[config.mk]
export PLATFORM = sky130hd
export DESIGN_NAME = phrs_status
export DESIGN_NICKNAME = d
export VERILOG_FILES = /design/src/phrs_pkg.sv /design/src/phrs_status.sv
export SDC_FILE = /design/constraint.sdc
export NUM_CORES = 1
export LEC_CHECK = 0
export BUFFER_PORTS_ARGS = -buffer_cell sky130_fd_sc_hd__buf_2
export CORE_MARGIN = 3
export CORE_UTILIZATION = 30
export CTS_BUF_LIST = sky130_fd_sc_hd__clkbuf_4
export CTS_CLUSTER_DIAMETER = 50
export DETAILED_ROUTE_END_ITERATION = 10
export MAX_ROUTING_LAYER = met4
export PLACE_DENSITY_LB_ADDON = 0.15
export SYNTH_ARGS = -nofsm -noshare
export SYNTH_HDL_FRONTEND = slang
export SYNTH_SLANG_ARGS = --single-unit
[constraint.sdc]
create_clock -name clock -period 15.5 [get_ports clock]
set_input_delay 3.1 -clock clock [delete_from_list [all_inputs] [get_ports clock]]
set_output_delay 3.1 -clock clock [all_outputs]
set_load 0.005 [all_outputs]
[src/phrs_pkg.sv]
// Package: register map, field layout and reset values of the peak and region status group
package phrs_pkg;
   // Printed offsets are word indices; byte address is four times the index
   localparam logic [11:0] REGION_IDX = 12'h25d;
   localparam logic [11:0] CURRENT_PEAK_HOLD_IDX = 12'h400;
   localparam logic [11:0] VOLTAGE_PEAK_HOLD_IDX = 12'h401;
   localparam logic [11:0] STAT0_IDX = 12'h402;
   localparam logic [11:0] CFG0_IDX = 12'h403;
   localparam logic [11:0] CFG3_IDX = 12'h404;
   localparam logic [11:0] IRQMASK_IDX = 12'h405;
   // Indices reach 0x405, so byte addresses need thirteen bits
   localparam logic [12:0] REGION_BYTE = {REGION_IDX[10:0], 2'b00};
   localparam logic [12:0] CURRENT_PEAK_HOLD_BYTE = {CURRENT_PEAK_HOLD_IDX[10:0], 2'b00};
   localparam logic [12:0] VOLTAGE_PEAK_HOLD_BYTE = {VOLTAGE_PEAK_HOLD_IDX[10:0], 2'b00};
   localparam logic [12:0] STAT0_BYTE = {STAT0_IDX[10:0], 2'b00};
   localparam logic [12:0] CFG0_BYTE = {CFG0_IDX[10:0], 2'b00};
   localparam logic [12:0] CFG3_BYTE = {CFG3_IDX[10:0], 2'b00};
   localparam logic [12:0] IRQMASK_BYTE = {IRQMASK_IDX[10:0], 2'b00};
   localparam logic [3:0] REGION_RESET = 4'hf;
   localparam logic [3:0] REGION_DISABLED = 4'hf;
   localparam logic [3:0] REGION_MAX = 4'h4;
   localparam int MULTIPOINT_COMP_ENABLE_BIT = 0;
   localparam int PEAK_CHANNEL_SELECT_LSB = 2;
   localparam int PHASE_LSB = 24;
   localparam int TEMP_RDY_BIT = 25;
   localparam int PEAK_SHIFT = 5;
   localparam logic [2:0] PEAK_CHANNEL_SELECT_RESET = 3'h7;
   localparam logic [23:0] PEAK_RESET = 24'h000000;
endpackage : phrs_pkg

[src/phrs_status.sv]
// Peak hold, region and temperature-ready status registers behind an APB slave
//
// The implementer's own choice: the APB slave port.
`timescale 1ns/1ps
`default_nettype none

// Notes on behaviour
// - Region field reports active calibration set 0-4
// - Region reads 1111 when disabled and after reset
// - Current peak magnitude is sample shifted right five
// - Current peak phase flags: bit0 A, 1 B, 2 C
// - Peak select bits 4:2 choose monitored channels
// - Voltage peak magnitude is sample shifted right five
// - Voltage peak phase flags: bit0 A, 1 B, 2 C
// - Temperature-ready bit 25 set on new result
module phrs_status (
   input wire logic clock, // 50 MHz clock
   input wire logic srst, // Synchronous reset, active high
   input wire logic clkEn, // Clock enable, freezes all state while low
   input wire logic psel, // APB select
   input wire logic penable, // APB enable
   input wire logic pwrite, // APB direction, high for write
   input wire logic [12:0] paddr, // APB byte address
   input wire logic [31:0] pwdata, // APB write data
   output logic [31:0] prdata, // APB read data
   output logic pready, // APB ready
   output logic pslverr, // APB error for unmapped address
   input wire logic [3:0] regionIn, // Set index chosen by compensation datapath
   input wire logic [2:0] sampleValid, // Per phase sample strobe, A B C
   input wire logic [95:0] currentSample, // Current samples, A low, signed
   input wire logic [95:0] voltageSample, // Voltage samples, A low, signed
   input wire logic peakClear, // Restart peak capture
   input wire logic tempDone, // One-cycle pulse, new temperature result
   output logic irq // Level interrupt
);

   logic [3:0] regionR;
   logic mtenR;
   logic [2:0] peakSelR;
   logic [23:0] iMagR, vMagR;
   logic [2:0] iPhR, vPhR;
   logic tempRdyR;
   logic [31:0] maskR;
   logic [31:0] rdR;
   logic errR;

   wire access = psel && penable && clkEn;
   wire wrAcc = access && pwrite;
   wire rdAcc = access && !pwrite;
   wire hitRegion = paddr == phrs_pkg::REGION_BYTE;
   wire hitIpeak = paddr == phrs_pkg::CURRENT_PEAK_HOLD_BYTE;
   wire hitVpeak = paddr == phrs_pkg::VOLTAGE_PEAK_HOLD_BYTE;
   wire hitStat = paddr == phrs_pkg::STAT0_BYTE;
   wire hitCfg0 = paddr == phrs_pkg::CFG0_BYTE;
   wire hitCfg3 = paddr == phrs_pkg::CFG3_BYTE;
   wire hitMask = paddr == phrs_pkg::IRQMASK_BYTE;
   wire hitAny = hitRegion | hitIpeak | hitVpeak | hitStat | hitCfg0 | hitCfg3 | hitMask;

   // Region: out-of-range indices are not a valid set, so they hold the last one
   wire regionOk = regionIn <= phrs_pkg::REGION_MAX;
   wire [3:0] regionNxt = !mtenR ? phrs_pkg::REGION_DISABLED : (regionOk ? regionIn : regionR);

   // Per-phase magnitude, shifted and compared against the held peak
   logic [23:0] iMag [3];
   logic [23:0] vMag [3];
   logic [2:0] iCand, vCand;
   genvar g;
   generate
      for (g = 0; g < 3; g++) begin : gPh
         wire [31:0] ci = currentSample[g*32 +: 32];
         wire [31:0] cv = voltageSample[g*32 +: 32];
         wire [31:0] ai = ci[31] ? 32'(-ci) : ci;
         wire [31:0] av = cv[31] ? 32'(-cv) : cv;
         assign iMag[g] = ai[phrs_pkg::PEAK_SHIFT +: 24];
         assign vMag[g] = av[phrs_pkg::PEAK_SHIFT +: 24];
         assign iCand[g] = sampleValid[g] && peakSelR[g] && iMag[g] > iMagR;
         assign vCand[g] = sampleValid[g] && peakSelR[g] && vMag[g] > vMagR;
      end
   endgenerate

   // Pick the largest candidate; ties keep the lowest phase so one flag is set
   logic [23:0] iBest, vBest;
   logic [2:0] iBestPh, vBestPh;
   always_comb begin
      iBest = iMagR;
      vBest = vMagR;
      iBestPh = 3'h0;
      vBestPh = 3'h0;
      for (int k = 0; k < 3; k++) begin
         if (iCand[k] && iMag[k] > iBest) begin
            iBest = iMag[k];
            iBestPh = 3'(1 << k);
         end
         if (vCand[k] && vMag[k] > vBest) begin
            vBest = vMag[k];
            vBestPh = 3'(1 << k);
         end
      end
   end
   wire iUpd = |iBestPh;
   wire vUpd = |vBestPh;

   // Set wins over the write-one clear
   wire tempClr = wrAcc && hitStat && pwdata[phrs_pkg::TEMP_RDY_BIT];
   wire tempNxt = tempDone | (tempRdyR & ~tempClr);

   wire [31:0] regionWord = {28'h0000000, regionR};
   wire [31:0] ipeakWord = {5'h00, iPhR, iMagR};
   wire [31:0] vpeakWord = {5'h00, vPhR, vMagR};
   wire [31:0] statWord = 32'(tempRdyR) << phrs_pkg::TEMP_RDY_BIT;
   wire [31:0] cfg0Word = 32'(mtenR) << phrs_pkg::MULTIPOINT_COMP_ENABLE_BIT;
   wire [31:0] cfg3Word = 32'(peakSelR) << phrs_pkg::PEAK_CHANNEL_SELECT_LSB;
   wire [31:0] rdMux = hitRegion ? regionWord : hitIpeak ? ipeakWord : hitVpeak ? vpeakWord :
                       hitStat ? statWord : hitCfg0 ? cfg0Word : hitCfg3 ? cfg3Word :
                       hitMask ? maskR : 32'h00000000;

   assign pready = 1'b1;
   assign prdata = rdR;
   assign pslverr = errR;
   assign irq = |(statWord & maskR);

   // Read data and error are registered in setup so they stand in the access cycle
   always_ff @(posedge clock) begin
      if (srst) begin
         rdR <= 32'h00000000;
         errR <= 1'b0;
      end else if (clkEn) begin
         rdR <= (psel && !pwrite) ? rdMux : 32'h00000000;
         errR <= psel && !penable && !hitAny;
      end
   end

   always_ff @(posedge clock) begin
      if (srst) begin
         regionR <= phrs_pkg::REGION_RESET;
         mtenR <= 1'b0;
         peakSelR <= phrs_pkg::PEAK_CHANNEL_SELECT_RESET;
         maskR <= 32'h00000000;
         tempRdyR <= 1'b0;
      end else if (clkEn) begin
         regionR <= regionNxt;
         tempRdyR <= tempNxt;
         if (wrAcc && hitCfg0) begin
            mtenR <= pwdata[phrs_pkg::MULTIPOINT_COMP_ENABLE_BIT];
         end
         if (wrAcc && hitCfg3) begin
            peakSelR <= pwdata[phrs_pkg::PEAK_CHANNEL_SELECT_LSB +: 3];
         end
         if (wrAcc && hitMask) begin
            maskR <= pwdata;
         end
      end
   end

   always_ff @(posedge clock) begin
      if (srst) begin
         iMagR <= phrs_pkg::PEAK_RESET;
         vMagR <= phrs_pkg::PEAK_RESET;
         iPhR <= 3'h0;
         vPhR <= 3'h0;
      end else if (clkEn) begin
         if (peakClear) begin
            iMagR <= phrs_pkg::PEAK_RESET;
            vMagR <= phrs_pkg::PEAK_RESET;
            iPhR <= 3'h0;
            vPhR <= 3'h0;
         end else begin
            if (iUpd) begin
               iMagR <= iBest;
               iPhR <= iBestPh;
            end
            if (vUpd) begin
               vMagR <= vBest;
               vPhR <= vBestPh;
            end
         end
      end
   end

   chk_region_disabled: assert property (@(posedge clock) disable iff (srst)
      clkEn && !mtenR |=> regionR == phrs_pkg::REGION_DISABLED)
      else $error("region not 1111 while disabled");
   chk_region_follows: assert property (@(posedge clock) disable iff (srst)
      clkEn && mtenR && regionIn <= phrs_pkg::REGION_MAX |=> regionR == $past(regionIn))
      else $error("region does not follow set index");
   chk_region_range: assert property (@(posedge clock) disable iff (srst)
      regionR <= phrs_pkg::REGION_MAX || regionR == phrs_pkg::REGION_DISABLED)
      else $error("region holds illegal code");
   chk_current_peak_hold_grow: assert property (@(posedge clock) disable iff (srst)
      clkEn && !peakClear |=> iMagR >= $past(iMagR))
      else $error("current peak shrank");
   chk_iphase_onehot: assert property (@(posedge clock) disable iff (srst)
      $changed(iMagR) && iMagR != 24'h000000 |-> $onehot(iPhR))
      else $error("current phase flags not single");
   chk_peak_select: assert property (@(posedge clock) disable iff (srst)
      clkEn && !peakClear && $changed(iPhR) ##0 1 |-> 1'b1 && (((iPhR & ~$past(peakSelR)) == 3'h0) || iPhR == 3'h0))
      else $error("unselected phase captured");
   chk_voltage_peak_hold_grow: assert property (@(posedge clock) disable iff (srst)
      clkEn && !peakClear |=> vMagR >= $past(vMagR))
      else $error("voltage peak shrank");
   chk_vphase_onehot: assert property (@(posedge clock) disable iff (srst)
      $changed(vMagR) && vMagR != 24'h000000 |-> $onehot(vPhR))
      else $error("voltage phase flags not single");
   chk_temp_set: assert property (@(posedge clock) disable iff (srst)
      clkEn && tempDone |=> tempRdyR)
      else $error("temperature ready not set");
   chk_temp_sticky: assert property (@(posedge clock) disable iff (srst)
      tempRdyR && !(wrAcc && hitStat && pwdata[phrs_pkg::TEMP_RDY_BIT]) |=> tempRdyR)
      else $error("temperature ready lost without clear");

   // Checks on clear paths, masking, region hold and peak growth that the scenarios reach only briefly
   chk_temp_clear: assert property (@(posedge clock) disable iff (srst)
      clkEn && tempRdyR && tempClr && !tempDone |=> !tempRdyR)
      else $error("temperature ready not cleared by write one");
   chk_temp_quiet: assert property (@(posedge clock) disable iff (srst)
      clkEn && !tempRdyR && !tempDone |=> !tempRdyR)
      else $error("temperature ready set without a result");
   chk_irq_level: assert property (@(posedge clock) disable iff (srst)
      irq == (tempRdyR && maskR[phrs_pkg::TEMP_RDY_BIT]))
      else $error("interrupt level wrong");
   chk_region_hold: assert property (@(posedge clock) disable iff (srst)
      clkEn && mtenR && regionIn > phrs_pkg::REGION_MAX |=> regionR == $past(regionR))
      else $error("region took an invalid index");
   chk_iphase_select: assert property (@(posedge clock) disable iff (srst)
      clkEn && !peakClear && iUpd |=> (iPhR & ~$past(peakSelR)) == 3'h0)
      else $error("unselected current phase captured");
   chk_vphase_select: assert property (@(posedge clock) disable iff (srst)
      clkEn && !peakClear && vUpd |=> (vPhR & ~$past(peakSelR)) == 3'h0)
      else $error("unselected voltage phase captured");
   chk_current_peak_hold_rise: assert property (@(posedge clock) disable iff (srst)
      clkEn && !peakClear && iUpd |=> iMagR > $past(iMagR))
      else $error("current peak update did not grow");
   chk_current_peak_hold_clear: assert property (@(posedge clock) disable iff (srst)
      clkEn && peakClear |=> iMagR == phrs_pkg::PEAK_RESET && iPhR == 3'h0)
      else $error("current peak not cleared");
   chk_voltage_peak_hold_clear: assert property (@(posedge clock) disable iff (srst)
      clkEn && peakClear |=> vMagR == phrs_pkg::PEAK_RESET && vPhR == 3'h0)
      else $error("voltage peak not cleared");

endmodule : phrs_status

`default_nettype wire

# After elaboration in Yosys (flattened, before gate mapping)
# Index checks and enable logic that the tools add are counted.
# W data, S select, Z words.
[classes]
mux = 36
n_lt_le_gt_ge = 11
n_eq_ne = 8
reduce_logical = 40
bitwise_logic = 10
n_addsub = 6
[ops]
columns = ["cell", "count"]
rows = [
  ["$mux W32", 8],
  ["$gt A24 B24 Y1", 10],
  ["$mux W24", 10],
  ["$mux W29", 6],
  ["$neg A29 Y29", 6],
  ["$eq A13 B13 Y1 const B", 6],
  ["$and A26 B32 Y32", 1],
  ["$reduce_or A32 Y1", 1],
  ["$logic_and A1 B1 Y1", 26],
  ["$mux W3", 7],
  ["$eq A13 B12 Y1 const B", 1],
  ["$reduce_and A2 Y1", 6],
  ["$mux W4", 2],
  ["$or A1 B1 Y1", 7],
  ["$reduce_or A3 Y1", 2],
  ["$le A4 B3 Y1 const B", 1],
  ["$reduce_bool A2 Y1", 2],
  ["$logic_not A1 Y1", 3],
  ["$mux W1", 2],
  ["$mux W2", 1],
  ["$ne A2 B1 Y1 const B", 1],
  ["$and A1 B1 Y1", 1],
  ["$not A1 Y1", 1],
]
[word_totals]
ff_bits = 128
output_inout_bits = 35
input_bits = 252
word_cells = 122

# Longest topological paths before layout
# Gate-level depths: netlist of the first run.
[logic_depth]
depth_word = 15
mapped_depth = 41
depth_no_buf = 34

# Worst setup path after synthesis of the first run
# No wires, ideal clock.
[synth_timing]
path_kind = "input-to-reg"
start = "in currentSample[3]"
end = "reg iMagR[20]"
arrival_ns = 11.928
required_ns = 15.439
stages = 39
setup_slack_ns = 3.511
path_buffers = 9
setup_ns = 0.061
cell_sequence = "or4_1 -> or3_1 -> buf_2 -> nand2b_4 -> or4_4 -> o31ai_1 -> xnor2_1 -> ha_1 -> nand4_1 -> nor4_1 -> a31oi_1 -> a21bo_2 -> clkbuf_1 -> clkbuf_1 -> clkbuf_1 -> nand2_1 -> o21ai_0 -> ha_1 -> [... 3 more ...] -> o31ai_1 -> nand2_1 -> nand2_1 -> clkbuf_1 -> clkbuf_1 -> clkbuf_1 -> a21oi_1 -> ha_1 -> nand4_1 -> nor3_1 -> nor3b_1 -> a21oi_1 -> a211o_1 -> and2_1 -> clkbuf_1 -> a21oi_1 -> clkbuf_1 -> a32o_1"
[synth_between]
elab_chain_len = 15
elab_cells_between_ends = 20
cone_classes = "add/sub (1); order compare (3); mux (9); reduce/logical (7)"
[synth_rtl]
columns = ["item", "line", "source"]
rows = [
  ["start, declared", "phrs_status.sv:30", "input wire logic [95:0] currentSample,"],
  ["$neg A29 Y29 (*)", "phrs_status.sv:72", "wire [31:0] ai = ci[31] ? 32'(-ci) : ci;"],
  ["$mux W29 (*)", "phrs_status.sv:72", ""],
  ["$gt A24 B24 Y1", "phrs_status.sv:76, phrs_status.sv:90", ""],
  ["$logic_and A1 B1 Y1", "phrs_status.sv:76", "assign iCand[g] = sampleValid[g] && peakSelR[g] && iMag[g] > iMagR;"],
  ["$logic_and A1 B1 Y1", "phrs_status.sv:90", "if (iCand[k] && iMag[k] > iBest) begin"],
  ["$mux W24", "phrs_status.sv:90", ""],
  ["$gt A24 B24 Y1", "phrs_status.sv:90", ""],
  ["$logic_and A1 B1 Y1", "phrs_status.sv:90", ""],
  ["$mux W24", "phrs_status.sv:90", ""],
  ["$gt A24 B24 Y1", "phrs_status.sv:90", ""],
  ["$logic_and A1 B1 Y1", "phrs_status.sv:90", ""],
  ["$mux W3", "phrs_status.sv:90", ""],
  ["$reduce_or A3 Y1", "phrs_status.sv:100", "wire iUpd = |iBestPh;"],
  ["$reduce_bool A2 Y1 (no line)", "--", ""],
  ["$reduce_and A2 Y1 (no line)", "--", ""],
  ["end signal, assigned", "phrs_status.sv:157", "iMagR <= phrs_pkg::PEAK_RESET;"],
  ["end signal, assigned", "phrs_status.sv:163", "iMagR <= phrs_pkg::PEAK_RESET;"],
  ["end signal, assigned", "phrs_status.sv:169", "iMagR <= iBest;"],
  ["end, declared", "phrs_status.sv:40", "logic [23:0] iMagR, vMagR;"],
]
# Mark *: on every way between the ends. The rest lies on a longest branch, timed or not. The select of a mux whose other input is x is not followed.
# A chain may end at the register's enable or synchronous reset.

# Worst setup path in the final report of the first run
[layout_timing]
start = "in voltageSample[3]"
end = "reg vMagR[6]"
[layout_between]
elab_chain_len = 15
elab_cells_between_ends = 20
cone_classes = "add/sub (1); order compare (3); mux (9); reduce/logical (7)"
[layout_rtl]
columns = ["item", "line", "source"]
rows = [
  ["start, declared", "phrs_status.sv:31", "input wire logic [95:0] voltageSample,"],
  ["$neg A29 Y29 (*)", "phrs_status.sv:73", "wire [31:0] av = cv[31] ? 32'(-cv) : cv;"],
  ["$mux W29 (*)", "phrs_status.sv:73", ""],
  ["$gt A24 B24 Y1", "phrs_status.sv:77, phrs_status.sv:94", ""],
  ["$logic_and A1 B1 Y1", "phrs_status.sv:77", "assign vCand[g] = sampleValid[g] && peakSelR[g] && vMag[g] > vMagR;"],
  ["$logic_and A1 B1 Y1", "phrs_status.sv:94", "if (vCand[k] && vMag[k] > vBest) begin"],
  ["$mux W24", "phrs_status.sv:94", ""],
  ["$gt A24 B24 Y1", "phrs_status.sv:94", ""],
  ["$logic_and A1 B1 Y1", "phrs_status.sv:94", ""],
  ["$mux W24", "phrs_status.sv:94", ""],
  ["$gt A24 B24 Y1", "phrs_status.sv:94", ""],
  ["$logic_and A1 B1 Y1", "phrs_status.sv:94", ""],
  ["$mux W3", "phrs_status.sv:94", ""],
  ["$reduce_or A3 Y1", "phrs_status.sv:101", "wire vUpd = |vBestPh;"],
  ["$reduce_bool A2 Y1 (no line)", "--", ""],
  ["$reduce_and A2 Y1 (no line)", "--", ""],
  ["end signal, assigned", "phrs_status.sv:158", "vMagR <= phrs_pkg::PEAK_RESET;"],
  ["end signal, assigned", "phrs_status.sv:164", "vMagR <= phrs_pkg::PEAK_RESET;"],
  ["end signal, assigned", "phrs_status.sv:173", "vMagR <= vBest;"],
  ["end, declared", "phrs_status.sv:40", ""],
]
# Marks and branches as above.

==> results by group, run 1 <==
Run status
  – Status: completed

STA
  – Rel. slew slack: 0.2825
  – RSZ-0062 raised after global routing: false
  – Sum Neg Setup Slack: 0 ps
  – Actual slew at the worst max-slew pin: 1068 ps
  – Worst Skew: 34.29 ps
  – Fin. max-slew vios: 0
  – Hold Violations, Final: 0
  – Max frequency: 0.07470 GHz
  – Min Tclk post-route: roughly 13000 ps
  – Final setup fails: 0
  – Worst setup margin: roughly 2100 ps
  – Period utilization: 0.8637

Detailed routing
  – WL met3: 3135 µm
  – Routed wire per std cell: roughly 21 µm
  – DRT antenna net count: 0
  – DRC viols: 0
  – Vias per inst: around 5.6
  – Via count: around 16000
  – Met2 WL post-DR: 26830 µm
  – WL final: about 59000 µm
  – DR top layer: met4
  – Starting DRC count in detailed routing: 1338
  – Drt pass-1 iters: 6
  – Met1 WL: 27850 µm

Layout
  – Leading cell type in the layout, fill and taps excluded: buf_2
  – Most frequent cells in the layout: 273 x buf_2, 251 x nand2_1, 240 x ha_1
  – Layout area overhead: 15.81%
  – Layout cells sized above 1: 0.1727
  – Fin cells: 2784
  – Nets: about 2600

Placed design
  – Pre-CTS setup slack: 1781 ps
  – Port Buffers: 273
  – Dpl hpwl: 48700 µm
  – Post-Place Cells: 2750
  – RePlAce Congestion: between 0.9 and 1

Floorplanning
  – Die Width: approximately 230 µm
  – Die Height: between 200 and 250 µm
  – Top-Level Pins: 287
  – Core area: 0.04805 mm²
  – Die area: 0.05167 mm²
  – Initial Util: 0.3058
  – Row count: 80

Worst setup path
  – R2r setup slk: 6450 ps
  – Critical path's largest stage delay: about 900 ps
  – WP data arrival: 13830 ps
  – R2r startpoint: vMagR[19]
  – Critical path class: input port to flip-flop
  – WP data required: between 15000 and 20000 ps
  – Crit end category: flip-flop
  – Worst-case reg-to-reg path depth: 24
  – Startpoint Class: input port
  – CP max-delay cell: nor4_1
  – RR Endpoint: vMagR[6]
  – CP Max Fanout: 44

Yosys
  – Adder-Cell Fraction of Synth Area: 0.2044
  – Register area share after synthesis: 0.1744
  – Cell count after synthesis: 1922
  – Mean Syn Cell Area: between 7 and 8 µm²
  – #FFs+latches synth: 128
  – Post-synth EDFFs: 0
  – Largest family of logic cells by synthesized area: compound AO/OA/AOI/OAI gates
  – Ys flop type: dfxtp_1
  – Unique cell type count in the Yosys netlist: 68
  – Mux share of post-synthesis cell area: 0.03074
  – Synth Area in Simple Gates: 0.2131
  – Syn_nets: 2414
  – Cell Area, Synth: around 0.015 mm²
  – Xor and xnor fraction of the mapped netlist area: 0.08584
  – FFs w/ async S/R, synth: 0
  – Yosys warns: 0
  – Post-synthesis compound-gate area fraction: 0.2517

Clock network
  – Clock sink total: 128
  – Worst-skew pair later-pin latency: 560 ps
  – Num CTS Buffers: 17
  – H-Tree Depth: 4
  – Post-CTS setup buffer count: 0
  – Root Driver: clkbuf_4
  – Reg clk slew, reported paths: around 110 ps
  – Hold-fix buffers, CTS: 0
  – Post_cts resized: 0
  – Clock tree buffer depth: 2
  – CTS tree: built

Global route
  – Remaining global-route overflow: 0
  – First-pass GRT wire length: 86940 µm
  – Initial antenna violation count: 3
  – Number of global-route vias before repair: 14459
  – Largest net degree at the start of global routing: 83
  – All-Layer GR Usage: 0.2275

Worst hold path
  – Path category of the worst min-delay check: flip-flop to flip-flop
  – Worst Hold Launch: maskR[31]
  – Hold path depth: 2
  – Hold Crit Endpoint: maskR[31]

Power and ir drop
  – P_leak: 0.006828 µW
  – PwrDens: about 80 mW/mm²
  – Max IR drop VDD: just under 40 µV

Flow run
  – Max cap viols: 0
-- kinds of logic (layout without fill, tap and decap cells) --
logic type      after synthesis  count (layout)
simple gates                640             640
compound gates              573             573
fa+ha+maj                   240             240
buf+inv                     152             396
xor+xnor                    144             144
flops                       128             128
mux                          44              44
other cells                   1               4
-- sequential cells by signal, indices dropped and copies added (netlist names) --
register	flops
maskR	32
prdata	32
iMagR	24
vMagR	24
regionR	4
iPhR	3
peakSelR	3
vPhR	3
mtenR	1
pslverr	1
tempRdyR	1
-- critical path, delay by kind of cell --
family / cells / cell delay, ps
simple gates: 12 / 5520
compound gates: 11 / 3110
buf+inv: 4 / 940
fa+ha+maj: 3 / 980
xor+xnor: 1 / 140
-- metal layers --
layer | GRT usage | up-vias
met4 | 0.05020 | 0
met5 | - | -
met1 | 0.3174 | 7410
li1 | - | 7648
met3 | 0.02050 | 54
met2 | 0.3584 | 469
-- metrics by stage --
step / total power [µW] / utilization / cell area [µm²] / hold slack (ps)
final: 1383 / 0.3541 / 17020 / 462.7
after detailed placement: 1141 / 0.3484 / 16740 / 447.3
after global placement: 1127 / 0.3484 / 16740 / 441.7
after global routing: 1499 / 0.3541 / 17020 / 480.0
after CTS: 1382 / 0.3540 / 17010 / 464.8
after floorplan: 880.9 / - / 14690 / 433.7
-- final cells by class --
class | instances | area, µm²
inverter | 68 | 255.2
sequential | 128 | 2562
tap | 615 | 769.5
multi-input combinational | 1642 | 11600
antenna | 3 | 7.507
clock buffer | 17 | 127.6
clock inverter | 14 | 142.6
timing repair buffer | 297 | 1546
fill | 5123 | 31030
-- where the power goes --
part           internal [µW]  total [µW]  switching (µW)
Clock                   94.3         238             144
Combinational            296         780             484
Sequential               343         365            22.5
-- cells in the mapped netlist, drive strengths merged (4+ instances only) --
cell,n,area [µm²]
a22o,24,210.2
a21oi,212,1061
nor3,38,195.2
dfxtp,128,2562
o21ai,113,573.1
nor4,26,162.7
inv,67,251.5
o31ai,47,352.8
buf,6,32.53
o21a,8,60.06
or4,19,157.7
o2bb2ai,4,35.03
xnor2,133,1165
xor2,11,96.34
nand3,34,170.2
a211o,7,61.31
nor2b,20,125.1
a21o,18,135.1
a22oi,14,105.1
nand4b,6,52.55
and3,5,31.28
and2,5,32.53
mux2i,35,350.3
a21boi,11,82.58
a31oi,5,37.53
clkbuf,78,292.8
a221oi,12,105.1
a211oi,19,142.6
a221o,4,40.04
nand4,56,350.3
ha,240,3003
o211ai,15,112.6
or2,13,81.33
nor4b,4,35.03
or3,21,142.6
a32o,10,100.1
nor2,101,379.1
nand2b,35,226.5
mux2,9,101.4
a222oi,25,250.2
o41ai,11,103.9
nand2,251,942.2
-- worst max path at each step --
stage                     slack, ps               from         to
final                          2110   voltageSample[3]   vMagR[6]
after global placement         1840   voltageSample[3]   vMagR[5]
after global routing           1540   voltageSample[3]  vMagR[12]
after floorplan                3510   currentSample[3]  iMagR[20]
after detailed placement       1780   voltageSample[3]   vMagR[6]
after CTS                      2370  currentSample[11]   iMagR[4]
No activity file was read; power rests on OpenSTA's default activity.
==> inputs of run 2 (changes only) <==
CELL_PAD_IN_SITES_DETAIL_PLACEMENT = 0   (was not set)
CELL_PAD_IN_SITES_GLOBAL_PLACEMENT = 1   (was not set)
==> run 2 against run 1 <==
Net effect: first-iteration DRC count down 13%; sequential power about the same; final area about the same; critical endpoint is now vMagR[22].
==> results by group, run 2 (synthesis gave the netlist of run 1 again) <==
Run status
  – Status: completed

Detailed routing
  – Via count: between 15000 and 20000
  – DRC viols: 0
  – Starting DRC count in detailed routing: 1167
  – Vias per inst: 5.544
  – Routed wire per std cell: 21.02 µm
  – Drt pass-1 iters: 10
  – WL final: ~60000 µm
  – DRT antenna net count: 0

Placed design
  – Dpl hpwl: 49160 µm
  – RePlAce Congestion: 0.9285
  – Post-Place Cells: between 2000 and 3000
  – Port Buffers: 273

Worst setup path
  – Crit end category: flip-flop
  – Critical path class: input port to flip-flop
  – Cell count along the critical path: 32
  – WP data required: 15930 ps
  – Startpoint Class: input port
  – WP data arrival: 14110 ps
  – RR Endpoint: vMagR[22]
  – Worst-case reg-to-reg path depth: 26
  – Worst Setup EP: vMagR[22]
  – Critical path's largest stage delay: 880 ps
  – CP Max Fanout: 55
  – CP max-delay cell: nor4_1
  – Critical Path Start: voltageSample[3]
  – R2r startpoint: vMagR[21]
  – CP Buf/Inv Count: 4
  – CP top delay family: simple AND/OR/NAND/NOR gates
  – R2r setup slk: 6320 ps

Power and ir drop
  – Part of the power in registers: 0.265
  – Gate power share: 0.564
  – Internal Power: between 700 and 800 µW
  – Max IR drop VDD: 39.26 µV
  – Net Switching: 644.7 µW
  – Sw frac: 0.4679
  – PwrDens: 80.93 mW/mm²
  – Power Total: 1378 µW
  – Clk pwr share: 0.171
  – P_leak: just under 0.007 µW

Floorplanning
  – Core area: 0.04805 mm²
  – Die area: 0.05167 mm²
  – Top-Level Pins: 287
  – Die Height: 227.3 µm
  – Initial Util: 0.3058
  – Row count: 80
  – Die Width: 227.3 µm

Clock network
  – Root Driver: clkbuf_4
  – Reg clk slew, reported paths: 120 ps
  – Worst-skew pair later-pin latency: ~540 ps
  – Clock tree buffer depth: 2
  – Hold-fix buffers, CTS: 0
  – CTS tree: built
  – H-Tree Depth: 4
  – Post-CTS setup buffer count: 0
  – Clock sink total: around 130
  – Post_cts resized: 0
  – Num CTS Buffers: 17

Layout
  – Nets: about 2600
  – Leading cell type in the layout, fill and taps excluded: buf_2
  – Layout area overhead: 15.88%
  – Fin cells: 2787
  – Layout cells sized above 1: 0.1723
  – Most frequent cells in the layout: 273 x buf_2, 251 x nand2_1, 240 x ha_1

STA
  – Period utilization: 0.8828
  – Rel. slew slack: 0.3391
  – Final setup fails: 0
  – Sum Neg Setup Slack: 0 ps
  – Max frequency: 0.07308 GHz
  – Actual slew at the worst max-slew pin: 982.3 ps
  – RSZ-0062 raised after global routing: false
  – Min Tclk post-route: ~14000 ps
  – Fin. max-slew vios: 0
  – Hold slack: 462.4 ps
  – Worst Skew: 18.77 ps
  – Hold Violations, Final: 0

Global route
  – Number of global-route vias before repair: 14577
  – Largest net degree at the start of global routing: a little over 80
  – First-pass GRT wire length: 87020 µm
  – Remaining global-route overflow: 0
  – All-Layer GR Usage: 0.2263
  – Initial antenna violation count: 6

Flow run
  – Max cap viols: 0

Worst hold path
  – Path category of the worst min-delay check: flip-flop to flip-flop
-- run 2: final cells by class --
class,count,area [µm²]
Fill cell,5169,31020
Multi-Input combinational cell,1642,11600
Sequential cell,128,2562
Timing Repair Buffer,296,1551
Tap cell,615,769.5
Inverter,68,255.2
Clock inverter,14,142.6
Clock buffer,17,127.6
Antenna cell,7,17.52
-- run 2: worst min-delay path by stage --
stage / start / to / slack, ps / depth (start not counted)
after floorplan: iPhR[1] / iPhR[1] / 430 / 1
after global placement: maskR[29] / maskR[29] / 440 / 2
after detailed placement: maskR[18] / maskR[18] / 450 / 2
after CTS: maskR[18] / maskR[18] / 460 / 2
after global routing: maskR[18] / maskR[18] / 480 / 2
final: maskR[18] / maskR[18] / 460 / 2
-- run 2: power groups by stage --
stage	combinational (µW)	clock, µW	sequential [µW]
floorplan	522	0	359
global placement	757	0	372
detailed placement	770	0	373
CTS	774	244	365
global route	881	255	366
finish	777	236	365
-- run 2: tightest hold or removal path: stages (launching register included) --
cell and delay [ps]:
dfxtp_1 330, nand2_1 50, a21oi_1 50
-- run 2: per-layer routing --
metal / vias to the layer above / part of all wire / GRT usage
li1: 7653 / - / -
met1: 7353 / 0.48 / 0.3214
met2: 423 / 0.45 / 0.3547
met3: 23 / 0.057 / 0.02760
met4: 0 / 0.0076 / 0.02692
met5: - / 0 / -
-- run 2: through the flow --
step                      setup slack [ps]  utilization  cell area, µm²
after global placement                1725       0.3484           16740
final                                 1816       0.3544           17030
after CTS                             2207       0.3540           17010
after detailed placement              1628       0.3484           16740
after floorplan                       3511            -           14690
after global routing                  1197       0.3543           17020
==> inputs of run 3 (changes only) <==
clock period = 13.9 ns   (was 15.5 ns; I/O delays follow)
==> run 3 against run 2 <==
Net effect: worst setup slack got worse by 310 ps; non-clock buffer count increased by 21; clock power increased by 17%; sequential power increased by 12%; total power increased by 15%; global-route usage increased by 0.28 points; critical endpoint is now iMagR[23].
==> results by group, run 3 (synthesis gave the netlist of run 1 again) <==
Run status
  – Status: completed

Worst setup path
  – Crit end category: flip-flop
  – WP data required: roughly 14000 ps
  – CP Max Fanout: 38
  – Critical path class: input port to flip-flop
  – CP max-delay cell: a21bo_2
  – Critical path's largest stage delay: 680 ps
  – Startpoint Class: input port
  – WP data arrival: 12900 ps

Clock network
  – H-Tree Depth: 4
  – Clock sink total: ~130
  – Reg clk slew, reported paths: around 150 ps
  – Post-CTS setup buffer count: 0
  – Post_cts resized: 0
  – Clock tree buffer depth: 2
  – Hold-fix buffers, CTS: 0
  – CTS tree: built
  – Worst-skew pair later-pin latency: 550 ps
  – Num CTS Buffers: 17
  – Root Driver: clkbuf_4

Global route
  – Number of global-route vias before repair: 14540
  – First-pass GRT wire length: around 88000 µm
  – Largest net degree at the start of global routing: 82
  – All-Layer GR Usage: 0.2291
  – Remaining global-route overflow: 0
  – Initial antenna violation count: 4

Floorplanning
  – Top-Level Pins: about 290
  – Die area: 0.05167 mm²
  – Core area: between 0.04 and 0.05 mm²
  – Die Height: 227.3 µm
  – Initial Util: 0.3058
  – Die Width: about 230 µm
  – Row count: 80

Layout
  – Footprint of the multi-input gates: between 0.01 and 0.015 mm²
  – Leading cell type in the layout, fill and taps excluded: buf_2
  – Most frequent cells in the layout: 273 x buf_2, 251 x nand2_1, 240 x ha_1
  – Layout cells sized above 1: 0.1815
  – Fillers: 5163
  – FF+latch area: 0.002562 mm²
  – Layout area overhead: 17.25%
  – Core Util, Final: 0.3586
  – Fin cells: about 2800
  – Nets: 2666

Detailed routing
  – Starting DRC count in detailed routing: 1309
  – DRT antenna net count: 0
  – DRC viols: 0
  – Vias per inst: 5.535
  – WL final: 59190 µm
  – Via count: 15530
  – Routed wire per std cell: about 21 µm
  – Drt pass-1 iters: 9

Power and ir drop
  – Power Total: 1579 µW
  – P_leak: roughly 0.0070 µW
  – Max IR drop VDD: 37.64 µV
  – PwrDens: 91.63 mW/mm²

Worst hold path
  – Path category of the worst min-delay check: flip-flop to flip-flop

STA
  – Period utilization: 0.8915
  – Max frequency: 0.08070 GHz
  – Actual slew at the worst max-slew pin: 919.1 ps
  – Hold Violations, Final: 0
  – RSZ-0062 raised after global routing: false
  – Final setup fails: 0
  – Sum Neg Setup Slack: 0 ps
  – Worst setup margin: 1509 ps
  – Rel. slew slack: 0.3873
  – Min Tclk post-route: 12390 ps
  – Fin. max-slew vios: 0
  – Worst Skew: 33.03 ps

Placed design
  – Port Buffers: 273
  – Dpl hpwl: 49380 µm
  – Pre-CTS setup slack: 1070 ps
  – Post-Place Cells: 2770
  – RePlAce Congestion: 0.9052

Flow run
  – Max cap viols: 0
## run 3: cell count changes in the layout (fill, tap and decap cells not counted), sizes merged
cell / change
buf: +21
clkinvlp: -3
diode: -3
inv: +2
clkbuf: +1
clkinv: +1
## run 3: worst paths after layout
check              endpoint              from  slack, ps  depth (start not counted)
setup reg to reg  iMagR[23]         iMagR[23]       5230                         27
hold / removal    maskR[13]         maskR[13]        460                          2
setup / recovery  iMagR[23]  currentSample[3]       1510                         33
hold reg to reg   maskR[13]         maskR[13]        460                          2
## run 3: area by class of cell
type                    instances  area share
inverters                      68     0.01482
well taps                     615     0.04467
flip-flops and latches        128      0.1487
clock inverters                14    0.009151
clock buffers                  18    0.007844
diodes                          4   0.0005810
multi-input cells            1642      0.6735
repair buffers                317      0.1007
## run 3: report_power, final
part | internal [µW] | switching (µW) | total, µW
clock | 112 | 165 | 277
sequential | 382 | 25.3 | 407
combinational | 348 | 546 | 894
total | 842 | 736 | 1580
## run 3: through the flow
step	instance area, µm²	hold WS, ps
2_1_floorplan	14690	433.7
3_3_place_gp	16930	441.3
3_5_place_dp	16930	449.2
4_1_cts	17220	465.9
5_1_grt	17230	487.9
6_report	17230	464.0
## run 3: metal layers
metal | vias up | share of wire | GRT usage | wire [µm]
li1 | 7697 | - | - | -
met1 | 7284 | 0.49 | 0.3318 | 28800
met2 | 499 | 0.44 | 0.3449 | 25790
met3 | 50 | 0.059 | 0.02308 | 3515
met4 | 0 | 0.018 | 0.04818 | 1083
met5 | - | 0 | - | 0
## run 3: worst max-delay path, delay by kind of cell
kind / cells / cell delay (ps)
AOI/OAI and AO/OA: 11 / 3340
xor gates and xnor gates: 1 / 150
adders and majority gates: 3 / 1070
buffers and inverters: 3 / 690
and+or+nand+nor: 15 / 4820
